===== config.mk =====
export PLATFORM = sky130hd
export DESIGN_NAME = async_serial_port_control
export DESIGN_NICKNAME = d
export VERILOG_FILES = /design/src/shared/serial_port_pkg.sv /design/src/rtl/async_serial_port_control.sv
export SDC_FILE = /design/constraint.sdc
export NUM_CORES = 1
export LEC_CHECK = 0
export ABC_AREA = 1
export BUFFER_PORTS_ARGS = -buffer_cell sky130_fd_sc_hd__buf_2
export CORE_AREA = 3 3 119 121
export DETAILED_ROUTE_END_ITERATION = 6
export DIE_AREA = 0 0 122 124
export GPL_ROUTABILITY_DRIVEN = 0
export PLACE_DENSITY = 0.83
export SETUP_SLACK_MARGIN = 0.4
export SLEW_MARGIN = 20
export SYNTH_ARGS = -nofsm -noshare
export SYNTH_HDL_FRONTEND = slang
export SYNTH_SLANG_ARGS = --single-unit

===== constraint.sdc =====
create_clock -name mclk_in -period 3.85 [get_ports mclk_in]
set_input_delay 0.1925 -clock mclk_in [delete_from_list [all_inputs] [get_ports mclk_in]]
set_output_delay 0.1925 -clock mclk_in [all_outputs]
set_load 0.01 [all_outputs]

===== src/shared/serial_port_pkg.sv =====
// shared constants and types for the serial port control block
package serial_port_pkg;

    localparam logic [4:0]  ADDR_CTRL_ONE = 5'h00;
    localparam logic [4:0]  ADDR_CTRL_TWO = 5'h04;
    localparam logic [4:0]  ADDR_STATUS   = 5'h08;
    localparam logic [4:0]  ADDR_DATA     = 5'h0C;
    localparam logic [4:0]  ADDR_DIVISOR  = 5'h10;

    localparam logic [7:0]  CTRL_RESET    = 8'h00;
    localparam logic [15:0] DIVISOR_RESET = 16'h0010;
    localparam logic [3:0]  LEN_SHORT     = 4'hA;
    localparam logic [3:0]  LEN_LONG      = 4'hB;
    localparam logic [10:0] FRAME_ONES    = 11'h7FF;
    localparam logic [10:0] FRAME_ZEROS   = 11'h000;

    typedef struct packed {
        logic loopback_sel;
        logic port_on;
        logic tx_invert;
        logic long_char;
        logic wake_addr;
        logic idle_count_start;
        logic parity_on;
        logic parity_odd_sel;
    } ctrl_one_t;

    typedef struct packed {
        logic txempty_irq_en;
        logic txdone_irq_en;
        logic rxfull_irq_en;
        logic quiet_irq_en;
        logic tx_enable;
        logic rx_enable;
        logic rx_standby;
        logic break_send;
    } ctrl_two_t;

    typedef struct packed {
        logic overrun;
        logic frame_err;
        logic parity_err;
        logic quiet;
        logic rx_full_flag;
        logic tx_done_flag;
        logic tx_empty_flag;
    } status_t;

    typedef enum logic [0:0] {
        TX_IDLE  = 1'b0,
        TX_SHIFT = 1'b1
    } tx_state_t;

    typedef enum logic [0:0] {
        RX_IDLE  = 1'b0,
        RX_FRAME = 1'b1
    } rx_state_t;

endpackage : serial_port_pkg


===== src/rtl/async_serial_port_control.sv =====
// serial port control, transmitter and receiver behind an avalon-mm slave
//
// Summary of operation
// - port enabled: transmit pin driven as output, direction bit ignored.
// - port enabled: receive pin is receiver input, direction bit ignored.
// - loopback cuts the receive pin, transmitter feeds receiver; software enables both.
// - port enable gates port and baud timer; clearing sets empty, done, masks tx requests.
// - inversion flips every transmitted level, idle, break, start and stop included.
// - short select gives 10-bit characters, long select gives 11-bit characters.
// - parity bit replaces the top data bit; total length unchanged.
// - parity select 1 odd, 0 even; software leaves it alone mid-character.
// - wakeup select 1 means address mark in top bit, 0 means idle line.
// - idle count starts after stop bit when set, after start bit when clear.
// - empty and done flags each raise the tx request under their own enable.
// - full and idle flags each raise the rx request under their own enable.
// - rising transmit enable sends a preamble of 10 or 11 ones.
// - dropping transmit enable finishes the current character, then idles high.
// - transmit enable cleared and set mid-character queues one idle character.
// - clearing receive enable stops the receiver, flags left as they are.
// - standby masks rx requests; selected wakeup clears standby in hardware.
// - one break pulse then a one; held break gives back-to-back breaks.
// - break pending before the preamble replaces it; software avoids this.
// - reset clears both control registers entirely.
// - address wakeup clears standby and sets full; idle wakeup sets no flag.
//
// Local design decisions: the placing of the registers and the Avalon-MM slave port.
`timescale 1ns/1ns
`default_nettype none
module async_serial_port_control
    import serial_port_pkg::*;
#(
    parameter logic [15:0] DIVISOR_DEFAULT = DIVISOR_RESET
) (
    input  wire logic        mclk_in,
    input  wire logic        srst_in,
    input  wire logic [4:0]  avs_address_in,
    input  wire logic        avs_read_in,
    input  wire logic        avs_write_in,
    input  wire logic [31:0] avs_writedata_in,
    output logic      [31:0] avs_readdata_out,
    output logic             avs_waitrequest_out,
    input  wire logic        rx_line_pin_in,
    input  wire logic        port_e_dir_bit_zero_in,
    input  wire logic        port_e_dir_bit_one_in,
    input  wire logic        gpio_tx_level_in,
    input  wire logic        gpio_rx_level_in,
    output logic             tx_line_pin_out,
    output logic             tx_line_pin_oe_out,
    output logic             rx_line_pin_out,
    output logic             rx_line_pin_oe_out,
    output logic             tx_irq_out,
    output logic             rx_irq_out
);

    typedef struct packed {
        ctrl_one_t   c1;
        ctrl_two_t   c2;
        logic [15:0] divisor;
        logic        ack;
        logic [31:0] rdata;
        tx_state_t   txs;
        logic [10:0] tx_sh;
        logic [3:0]  tx_left;
        logic [15:0] tx_cnt;
        logic        tx_line;
        logic [8:0]  tx_buf;
        logic        tx_empty;
        logic        pre_pend;
        logic        brk_frame;
        logic        rx_s1;
        logic        rx_s2;
        rx_state_t   rxs;
        logic [15:0] rx_cnt;
        logic [3:0]  rx_left;
        logic [10:0] rx_sh;
        logic [8:0]  rx_data;
        logic        rx_full;
        logic        quiet;
        logic        par_err;
        logic        frm_err;
        logic        ovr;
        logic [3:0]  ones;
        logic        quiet_armed;
        logic        arm_rx;
    } st_t;

    st_t st;
    st_t next_st;

    function automatic logic [3:0] frame_len(input logic long_c);
        return long_c ? LEN_LONG : LEN_SHORT;
    endfunction : frame_len

    function automatic logic [15:0] reload(input logic [15:0] d);
        return (d == 16'h0000) ? 16'h0000 : d - 16'h0001;
    endfunction : reload

    function automatic logic [10:0] make_frame(input logic [8:0] d,
                                               input ctrl_one_t c);
        logic [8:0] v;
        v = d;
        if (c.parity_on) begin
            if (c.long_char) begin
                v[8] = (^d[7:0]) ^ c.parity_odd_sel;
            end else begin
                v[7] = (^d[6:0]) ^ c.parity_odd_sel;
            end
        end
        // lsb first: start in bit 0, stop on top
        if (c.long_char) begin
            return {1'b1, v, 1'b0};
        end
        return {2'b11, v[7:0], 1'b0};
    endfunction : make_frame

    logic      bus_req;
    logic      wr_hit;
    logic      rd_hit;
    logic      tx_done_now;
    logic      tx_tick;
    logic      rx_tick;
    logic      rx_src;
    logic      rx_on;
    logic      can_start;
    logic      quiet_ev;
    logic      char_ev;
    logic      start_now;
    logic [10:0] sh_n;
    logic [8:0]  rx_word;
    logic        rx_msb;
    logic        rx_par_bad;
    logic [3:0]  ones_n;
    status_t     stat;
    ctrl_two_t   c2_w;

    assign bus_req = avs_read_in | avs_write_in;
    assign wr_hit  = avs_write_in & st.ack;
    assign rd_hit  = avs_read_in & st.ack;

    // one wait state per access, then the request completes
    assign avs_waitrequest_out = bus_req & ~st.ack;
    assign avs_readdata_out    = st.rdata;

    assign tx_done_now = st.tx_empty & (st.txs == TX_IDLE)
                         & ~st.pre_pend;
    assign stat = '{overrun:       st.ovr,
                    frame_err:     st.frm_err,
                    parity_err:    st.par_err,
                    quiet:         st.quiet,
                    rx_full_flag:  st.rx_full,
                    tx_done_flag:  tx_done_now,
                    tx_empty_flag: st.tx_empty};

    // transmitter requests vanish while the port is off
    assign tx_irq_out = st.c1.port_on
        & ((st.tx_empty & st.c2.txempty_irq_en)
        | (tx_done_now & st.c2.txdone_irq_en));
    // standby hides receiver requests
    assign rx_irq_out = ~st.c2.rx_standby
        & ((st.rx_full & st.c2.rxfull_irq_en)
        | (st.quiet & st.c2.quiet_irq_en));

    // pin takeover: port owns both pins while enabled
    assign tx_line_pin_oe_out = st.c1.port_on | port_e_dir_bit_zero_in;
    assign tx_line_pin_out    = st.c1.port_on
        ? (st.tx_line ^ st.c1.tx_invert) : gpio_tx_level_in;
    assign rx_line_pin_oe_out = ~st.c1.port_on & port_e_dir_bit_one_in;
    assign rx_line_pin_out    = gpio_rx_level_in;

    // loopback uses the uninverted line so the receiver still frames
    assign rx_src = st.c1.loopback_sel ? st.tx_line : st.rx_s2;
    assign rx_on  = st.c1.port_on & st.c2.rx_enable;

    assign tx_tick = st.c1.port_on & (st.tx_cnt == 16'h0000);
    assign rx_tick = rx_on & (st.rx_cnt == 16'h0000);

    // a finished break holds the line high one bit unless break is held
    assign can_start = st.c1.port_on & st.c2.tx_enable & tx_tick
        & ((st.txs == TX_IDLE)
        | ((st.tx_left == 4'h1)
        & (~st.brk_frame | st.c2.break_send)));

    assign start_now = can_start
        & (st.c2.break_send | st.pre_pend | ~st.tx_empty);

    assign sh_n    = {rx_src, st.rx_sh[10:1]};
    assign rx_word = st.c1.long_char ? sh_n[9:1]
                                     : {1'b0, sh_n[9:2]};
    assign rx_msb  = st.c1.long_char ? rx_word[8] : rx_word[7];
    assign rx_par_bad = st.c1.parity_on
        & ((^rx_word) != st.c1.parity_odd_sel);

    assign ones_n = (st.ones == frame_len(st.c1.long_char))
        ? st.ones : st.ones + 4'h1;

    assign char_ev = (st.rxs == RX_FRAME) & rx_tick
        & (st.rx_left == 4'h1);

    // idle reached when the count of ones first hits a full character
    assign quiet_ev = rx_tick & rx_src
        & (st.ones == frame_len(st.c1.long_char) - 4'h1)
        & ~((st.rxs == RX_FRAME) & (st.rx_left
        == frame_len(st.c1.long_char)));

    assign c2_w = ctrl_two_t'(avs_writedata_in[7:0]);

    always_comb begin
        next_st = st;
        next_st.rx_s1 = rx_line_pin_in;
        next_st.rx_s2 = st.rx_s1;

        // bus slave
        next_st.ack = bus_req & ~st.ack;
        if (avs_read_in & ~st.ack) begin
            case (avs_address_in)
                ADDR_CTRL_ONE: next_st.rdata = {24'h00_0000, st.c1};
                ADDR_CTRL_TWO: next_st.rdata = {24'h00_0000, st.c2};
                ADDR_STATUS:   next_st.rdata = {25'h000_0000, stat};
                ADDR_DATA:     next_st.rdata = {23'h00_0000, st.rx_data};
                ADDR_DIVISOR:  next_st.rdata = {16'h0000, st.divisor};
                default:       next_st.rdata = 32'h0000_0000;
            endcase
        end
        if (rd_hit && avs_address_in == ADDR_STATUS) begin
            next_st.arm_rx = st.rx_full | st.quiet;
        end
        if (rd_hit && avs_address_in == ADDR_DATA && st.arm_rx) begin
            next_st.rx_full = 1'b0;
            next_st.quiet   = 1'b0;
            next_st.par_err = 1'b0;
            next_st.frm_err = 1'b0;
            next_st.ovr     = 1'b0;
            next_st.arm_rx  = 1'b0;
        end
        if (wr_hit) begin
            case (avs_address_in)
                ADDR_CTRL_ONE: begin
                    next_st.c1 = ctrl_one_t'(avs_writedata_in[7:0]);
                end
                ADDR_CTRL_TWO: begin
                    next_st.c2 = c2_w;
                    // a rising enable, even mid-character, queues ones
                    if (c2_w.tx_enable && !st.c2.tx_enable) begin
                        next_st.pre_pend = 1'b1;
                    end
                end
                ADDR_DATA: begin
                    next_st.tx_buf   = avs_writedata_in[8:0];
                    next_st.tx_empty = 1'b0;
                end
                ADDR_DIVISOR: next_st.divisor = avs_writedata_in[15:0];
                default: begin
                end
            endcase
        end

        // transmitter
        if (st.c1.port_on) begin
            next_st.tx_cnt = tx_tick ? reload(st.divisor)
                                     : st.tx_cnt - 16'h0001;
        end else begin
            next_st.tx_cnt = reload(st.divisor);
        end
        if (tx_tick && st.txs == TX_SHIFT) begin
            next_st.tx_sh   = {1'b1, st.tx_sh[10:1]};
            next_st.tx_line = st.tx_sh[1];
            next_st.tx_left = st.tx_left - 4'h1;
            if (st.tx_left == 4'h1) begin
                next_st.txs       = TX_IDLE;
                next_st.tx_line   = 1'b1;
                next_st.brk_frame = 1'b0;
            end
        end
        if (start_now) begin
            next_st.txs     = TX_SHIFT;
            next_st.tx_left = frame_len(st.c1.long_char);
            if (st.c2.break_send) begin
                // break wins over a pending preamble
                next_st.tx_sh     = FRAME_ZEROS;
                next_st.brk_frame = 1'b1;
                next_st.pre_pend  = 1'b0;
            end else if (st.pre_pend) begin
                next_st.tx_sh     = FRAME_ONES;
                next_st.brk_frame = 1'b0;
                next_st.pre_pend  = 1'b0;
            end else begin
                next_st.tx_sh     = make_frame(st.tx_buf, st.c1);
                next_st.brk_frame = 1'b0;
                next_st.tx_empty  = 1'b1;
            end
            next_st.tx_line = next_st.tx_sh[0];
        end
        if (!st.c1.port_on) begin
            next_st.txs       = TX_IDLE;
            next_st.tx_line   = 1'b1;
            next_st.tx_empty  = 1'b1;
            next_st.pre_pend  = 1'b0;
            next_st.brk_frame = 1'b0;
        end

        // receiver
        if (rx_on) begin
            next_st.rx_cnt = rx_tick ? reload(st.divisor)
                                     : st.rx_cnt - 16'h0001;
            if (st.rxs == RX_IDLE) begin
                if (!rx_src) begin
                    // centre the samples on each bit
                    next_st.rxs     = RX_FRAME;
                    next_st.rx_cnt  = {1'b0, st.divisor[15:1]};
                    next_st.rx_left = frame_len(st.c1.long_char);
                    next_st.ones    = 4'h0;
                end else if (rx_tick) begin
                    next_st.ones = ones_n;
                end
            end else if (rx_tick) begin
                next_st.rx_sh   = sh_n;
                next_st.rx_left = st.rx_left - 4'h1;
                if (st.rx_left != frame_len(st.c1.long_char)) begin
                    // start bit itself never counts
                    next_st.ones = rx_src ? ones_n : 4'h0;
                end
                if (st.rx_left == 4'h1) begin
                    next_st.rxs = RX_IDLE;
                    if (st.c1.idle_count_start) begin
                        next_st.ones = 4'h0;
                    end
                end
            end
        end else begin
            // flags deliberately untouched
            next_st.rxs    = RX_IDLE;
            next_st.rx_cnt = reload(st.divisor);
            next_st.ones   = 4'h0;
        end

        // hardware events last so a set beats a same-cycle clear
        if (quiet_ev) begin
            if (st.c2.rx_standby && !st.c1.wake_addr) begin
                next_st.c2.rx_standby = 1'b0;
            end else if (!st.c2.rx_standby && st.quiet_armed) begin
                next_st.quiet       = 1'b1;
                next_st.quiet_armed = 1'b0;
            end
        end
        if (char_ev) begin
            if (st.c2.rx_standby) begin
                if (st.c1.wake_addr && rx_msb) begin
                    next_st.c2.rx_standby = 1'b0;
                    next_st.rx_data       = rx_word;
                    next_st.rx_full       = 1'b1;
                end
            end else begin
                if (st.rx_full) begin
                    next_st.ovr = 1'b1;
                end else begin
                    next_st.rx_data = rx_word;
                end
                next_st.rx_full     = 1'b1;
                next_st.quiet_armed = 1'b1;
                next_st.par_err     = st.par_err | rx_par_bad;
                next_st.frm_err     = st.frm_err | ~sh_n[10];
            end
        end
    end

    always_ff @(posedge mclk_in) begin
        if (srst_in) begin
            st          <= '0;
            st.c1       <= ctrl_one_t'(CTRL_RESET);
            st.c2       <= ctrl_two_t'(CTRL_RESET);
            st.divisor  <= DIVISOR_DEFAULT;
            st.tx_line  <= 1'b1;
            st.tx_empty <= 1'b1;
            st.rx_s1    <= 1'b1;
            st.rx_s2    <= 1'b1;
            st.txs      <= TX_IDLE;
            st.rxs      <= RX_IDLE;
        end else begin
            st <= next_st;
        end
    end

endmodule : async_serial_port_control
`default_nettype wire


==> flow_metrics.env <==
export IMPL_stdcell_area_um2=8830
export IMPL_n_antenna_cell=0
export IMPL_cts_tree="built"
export IMPL_clk_latency_ps=430
export IMPL_synth_area_leaders="dfxtp_1 (36%), nand2_1 (13%), o21ai_0 (8.8%)"
export IMPL_synth_area_um2=7990
export IMPL_avgSynthCellArea_um2=6.71
export IMPL_cap_viol_max_count=0
export IMPL_synth_top_family_by_area="simple AND/OR/NAND/NOR gates"
export IMPL_core_area_um2=13200
export IMPL_drtPass1Iterations=6
export IMPL_synth_cell_types=43
export IMPL_cts_root_buf="clkbuf_16"
export IMPL_drive_gt1_frac=0.109
export IMPL_min_path_cells=3
export IMPL_synthMuxAreaShare=0
export IMPL_required_ps=4210
export IMPL_antenna_found_initial=0
export IMPL_areaGrowthSynthToFinish_pct=10.6
export IMPL_worstMarginPinSlew_ps=780
export IMPL_viasPerCell=5.53
export IMPL_final_util=0.670
export IMPL_grt_pass1_vias=7079
export IMPL_p_int_mw=2.71
export IMPL_numClockSinks=145
export IMPL_synth_compound_area_share=0.190
export IMPL_initial_core_util=0.606
export IMPL_synth_edf_count=0
export IMPL_hold_viol=0
export IMPL_worstPathMaxFanout=5
export IMPL_yosysTopAreaCell="dfxtp_1"
export IMPL_clock_power_share=0.510
export IMPL_num_rows=42
export IMPL_htree_levels=4
export IMPL_drt_wirelength_per_cell_um=14.5
export IMPL_ff2ff_path_depth=8
export IMPL_criticalPathCategory="reg2reg"
export IMPL_place_area_um2=8160
export IMPL_fin_cells=1406
export IMPL_slew_headroom=0.479
export IMPL_p_switching_uw=775
export IMPL_die_x_um=122
export IMPL_clock_fmax_mhz=491
export IMPL_p_total_mw=3.48
export IMPL_p_per_area_nw_per_um2=394
export IMPL_cts_resized=0
export IMPL_min_period_ps=2040
export IMPL_fin_crit_sh=0.529
export IMPL_die_area_um2=15100
export IMPL_synthAdderAreaFrac=0.0157
export IMPL_setup_tns_ps=0
export IMPL_clk_pin_slew_ps=60
export IMPL_nNetsFinal=1273
export IMPL_synth_top_cell_area_share=0.363
export IMPL_port_buffers=50
export IMPL_swShare=0.223
export IMPL_grt_use_total=0.276
export IMPL_ys_seq_area_frac=0.363
export IMPL_yosys_warnings=0
export IMPL_wl_um=20400
export IMPL_skew_ps=9.45
export IMPL_hold_buffers=4
export IMPL_final_cell_mix="nand2_1 (268), dfxtp_1 (145), o21ai_0 (140)"
export IMPL_power_frac_seq=0.439
export IMPL_hpwl_um=14800
export IMPL_synthFlopType="dfxtp_1"
export IMPL_async_reset_ff_frac=0
export IMPL_synthXorXnorAreaFrac=0.0340
export IMPL_grt_pass1_wl_um=33300
export IMPL_setup_viol=0
export IMPL_synthCells=1190
export IMPL_ys_ff_latch=145
export IMPL_place_inst=1370
export IMPL_ant_nets=0
export IMPL_numCtsBuffers=17
export IMPL_cp_end_kind="flip-flop"
export IMPL_grt_ovfl_total=0
export IMPL_final_common_cell="nand2_1"
export IMPL_grt_max_degree=49
export IMPL_p_leak_nw=3.84
export IMPL_cts_setup_buffers=0
export IMPL_pin_count=85
export IMPL_first_iter_violations=891
export IMPL_synth_simple_area_share=0.288
export IMPL_cp_start_kind="flip-flop"
export IMPL_rsz0062_at_grt="false"
export IMPL_vias=7769
export IMPL_die_h_um=124
export IMPL_drc=0
export IMPL_min_path_type="in2reg"
export IMPL_arrival_ps=2400
export IMPL_comb_power_share=0.051
export IMPL_run_status="complete, no violations"
export IMPL_drv_slew=0
export IMPL_cts_buffer_depth=2
export IMPL_ir_drop_uv=302
[per-layer routing]
layer	vias to the layer above	GRT usage	part of all wire
met2	315	0.459	0.46
met3	51	0.0536	0.074
met5	-	0	0
met1	3500	0.351	0.43
met4	0	0.122	0.036
li1	3903	-	-
[logic make-up (layout without fill, tap and decap cells)]
family | after synthesis | count (layout)
flip-flops | 145 | 145
other | 1 | 16
XOR/XNOR | 31 | 31
AO/OA/AOI/OAI | 288 | 288
adder cells (fa/ha/maj) | 10 | 10
AND/OR/NAND/NOR | 524 | 524
buffers and inverters | 191 | 216
[synthesized netlist by cell type, types with 5 or more instances]
| library cell | number |
|---|---|
| nor2_1 | 127 |
| xor2_1 | 19 |
| nand3_1 | 64 |
| a21oi_1 | 113 |
| nand2_2 | 5 |
| inv_1 | 113 |
| o21ai_0 | 140 |
| inv_2 | 9 |
| clkbuf_1 | 20 |
| ha_1 | 10 |
| nor2_4 | 8 |
| dfxtp_1 | 145 |
| buf_4 | 33 |
| a211oi_1 | 13 |
| nor3_1 | 13 |
| nor2_2 | 9 |
| nand2_1 | 268 |
| nand4_1 | 12 |
| xnor2_1 | 12 |
| buf_2 | 11 |
[sequential cells by signal (all words and copies together), names as in the netlist]
register,cells
next_st,1
sh_n,9
st,119
avs_readdata_out,16
[worst paths after layout]
path / start / slack (ps) / to
worst max-delay path: st[133]$_SDFFE_PP0P_ / 1810 / st[81]$_SDFF_PP0_
worst min-delay path: avs_writedata_in[9] / 10 / st[141]$_SDFFE_PP0P_
worst min register to register: next_st[52]$_SDFF_PP1_ / 420 / st[52]$_SDFF_PP1_
worst max register to register: st[133]$_SDFFE_PP0P_ / 1810 / st[81]$_SDFF_PP0_
[critical path: stages, from the launching register on]
cell and delay (ps):
dfxtp_1 320, inv_1 130, ha_1 230, nand3_2 140
nor2_4 240, nand4_1 160, o31ai_1 560, nor2_1 80
nor2_1 110
[cell type report]
cell class              instances  area (um2)
clock inverters                10         156
well taps                     176         220
inverters                     124         465
repair buffers                 60         335
flip-flops and latches        145        2900
multi-input cells             869        4280
fillers                      1171        4360
clock buffers                  22         474
[power by group through the flow]
stage / sequential (mW) / combinational [mW] / clock (mW)
floorplan: 1.56 / 0.135 / 0
global placement: 1.56 / 0.170 / 0
detailed placement: 1.56 / 0.172 / 0
CTS: 1.53 / 0.177 / 1.78
global route: 1.53 / 0.200 / 1.85
finish: 1.53 / 0.179 / 1.78
[per-stage QoR]
stage / hold WS (ps) / setup WS, ps
5_1_grt: 15.9 / 1600
3_3_place_gp: 382 / 1880
4_1_cts: 11.9 / 1810
2_1_floorplan: 296 / 2270
3_5_place_dp: 385 / 1840
6_report: 10.3 / 1810
(Power assumes the default switching activity.)
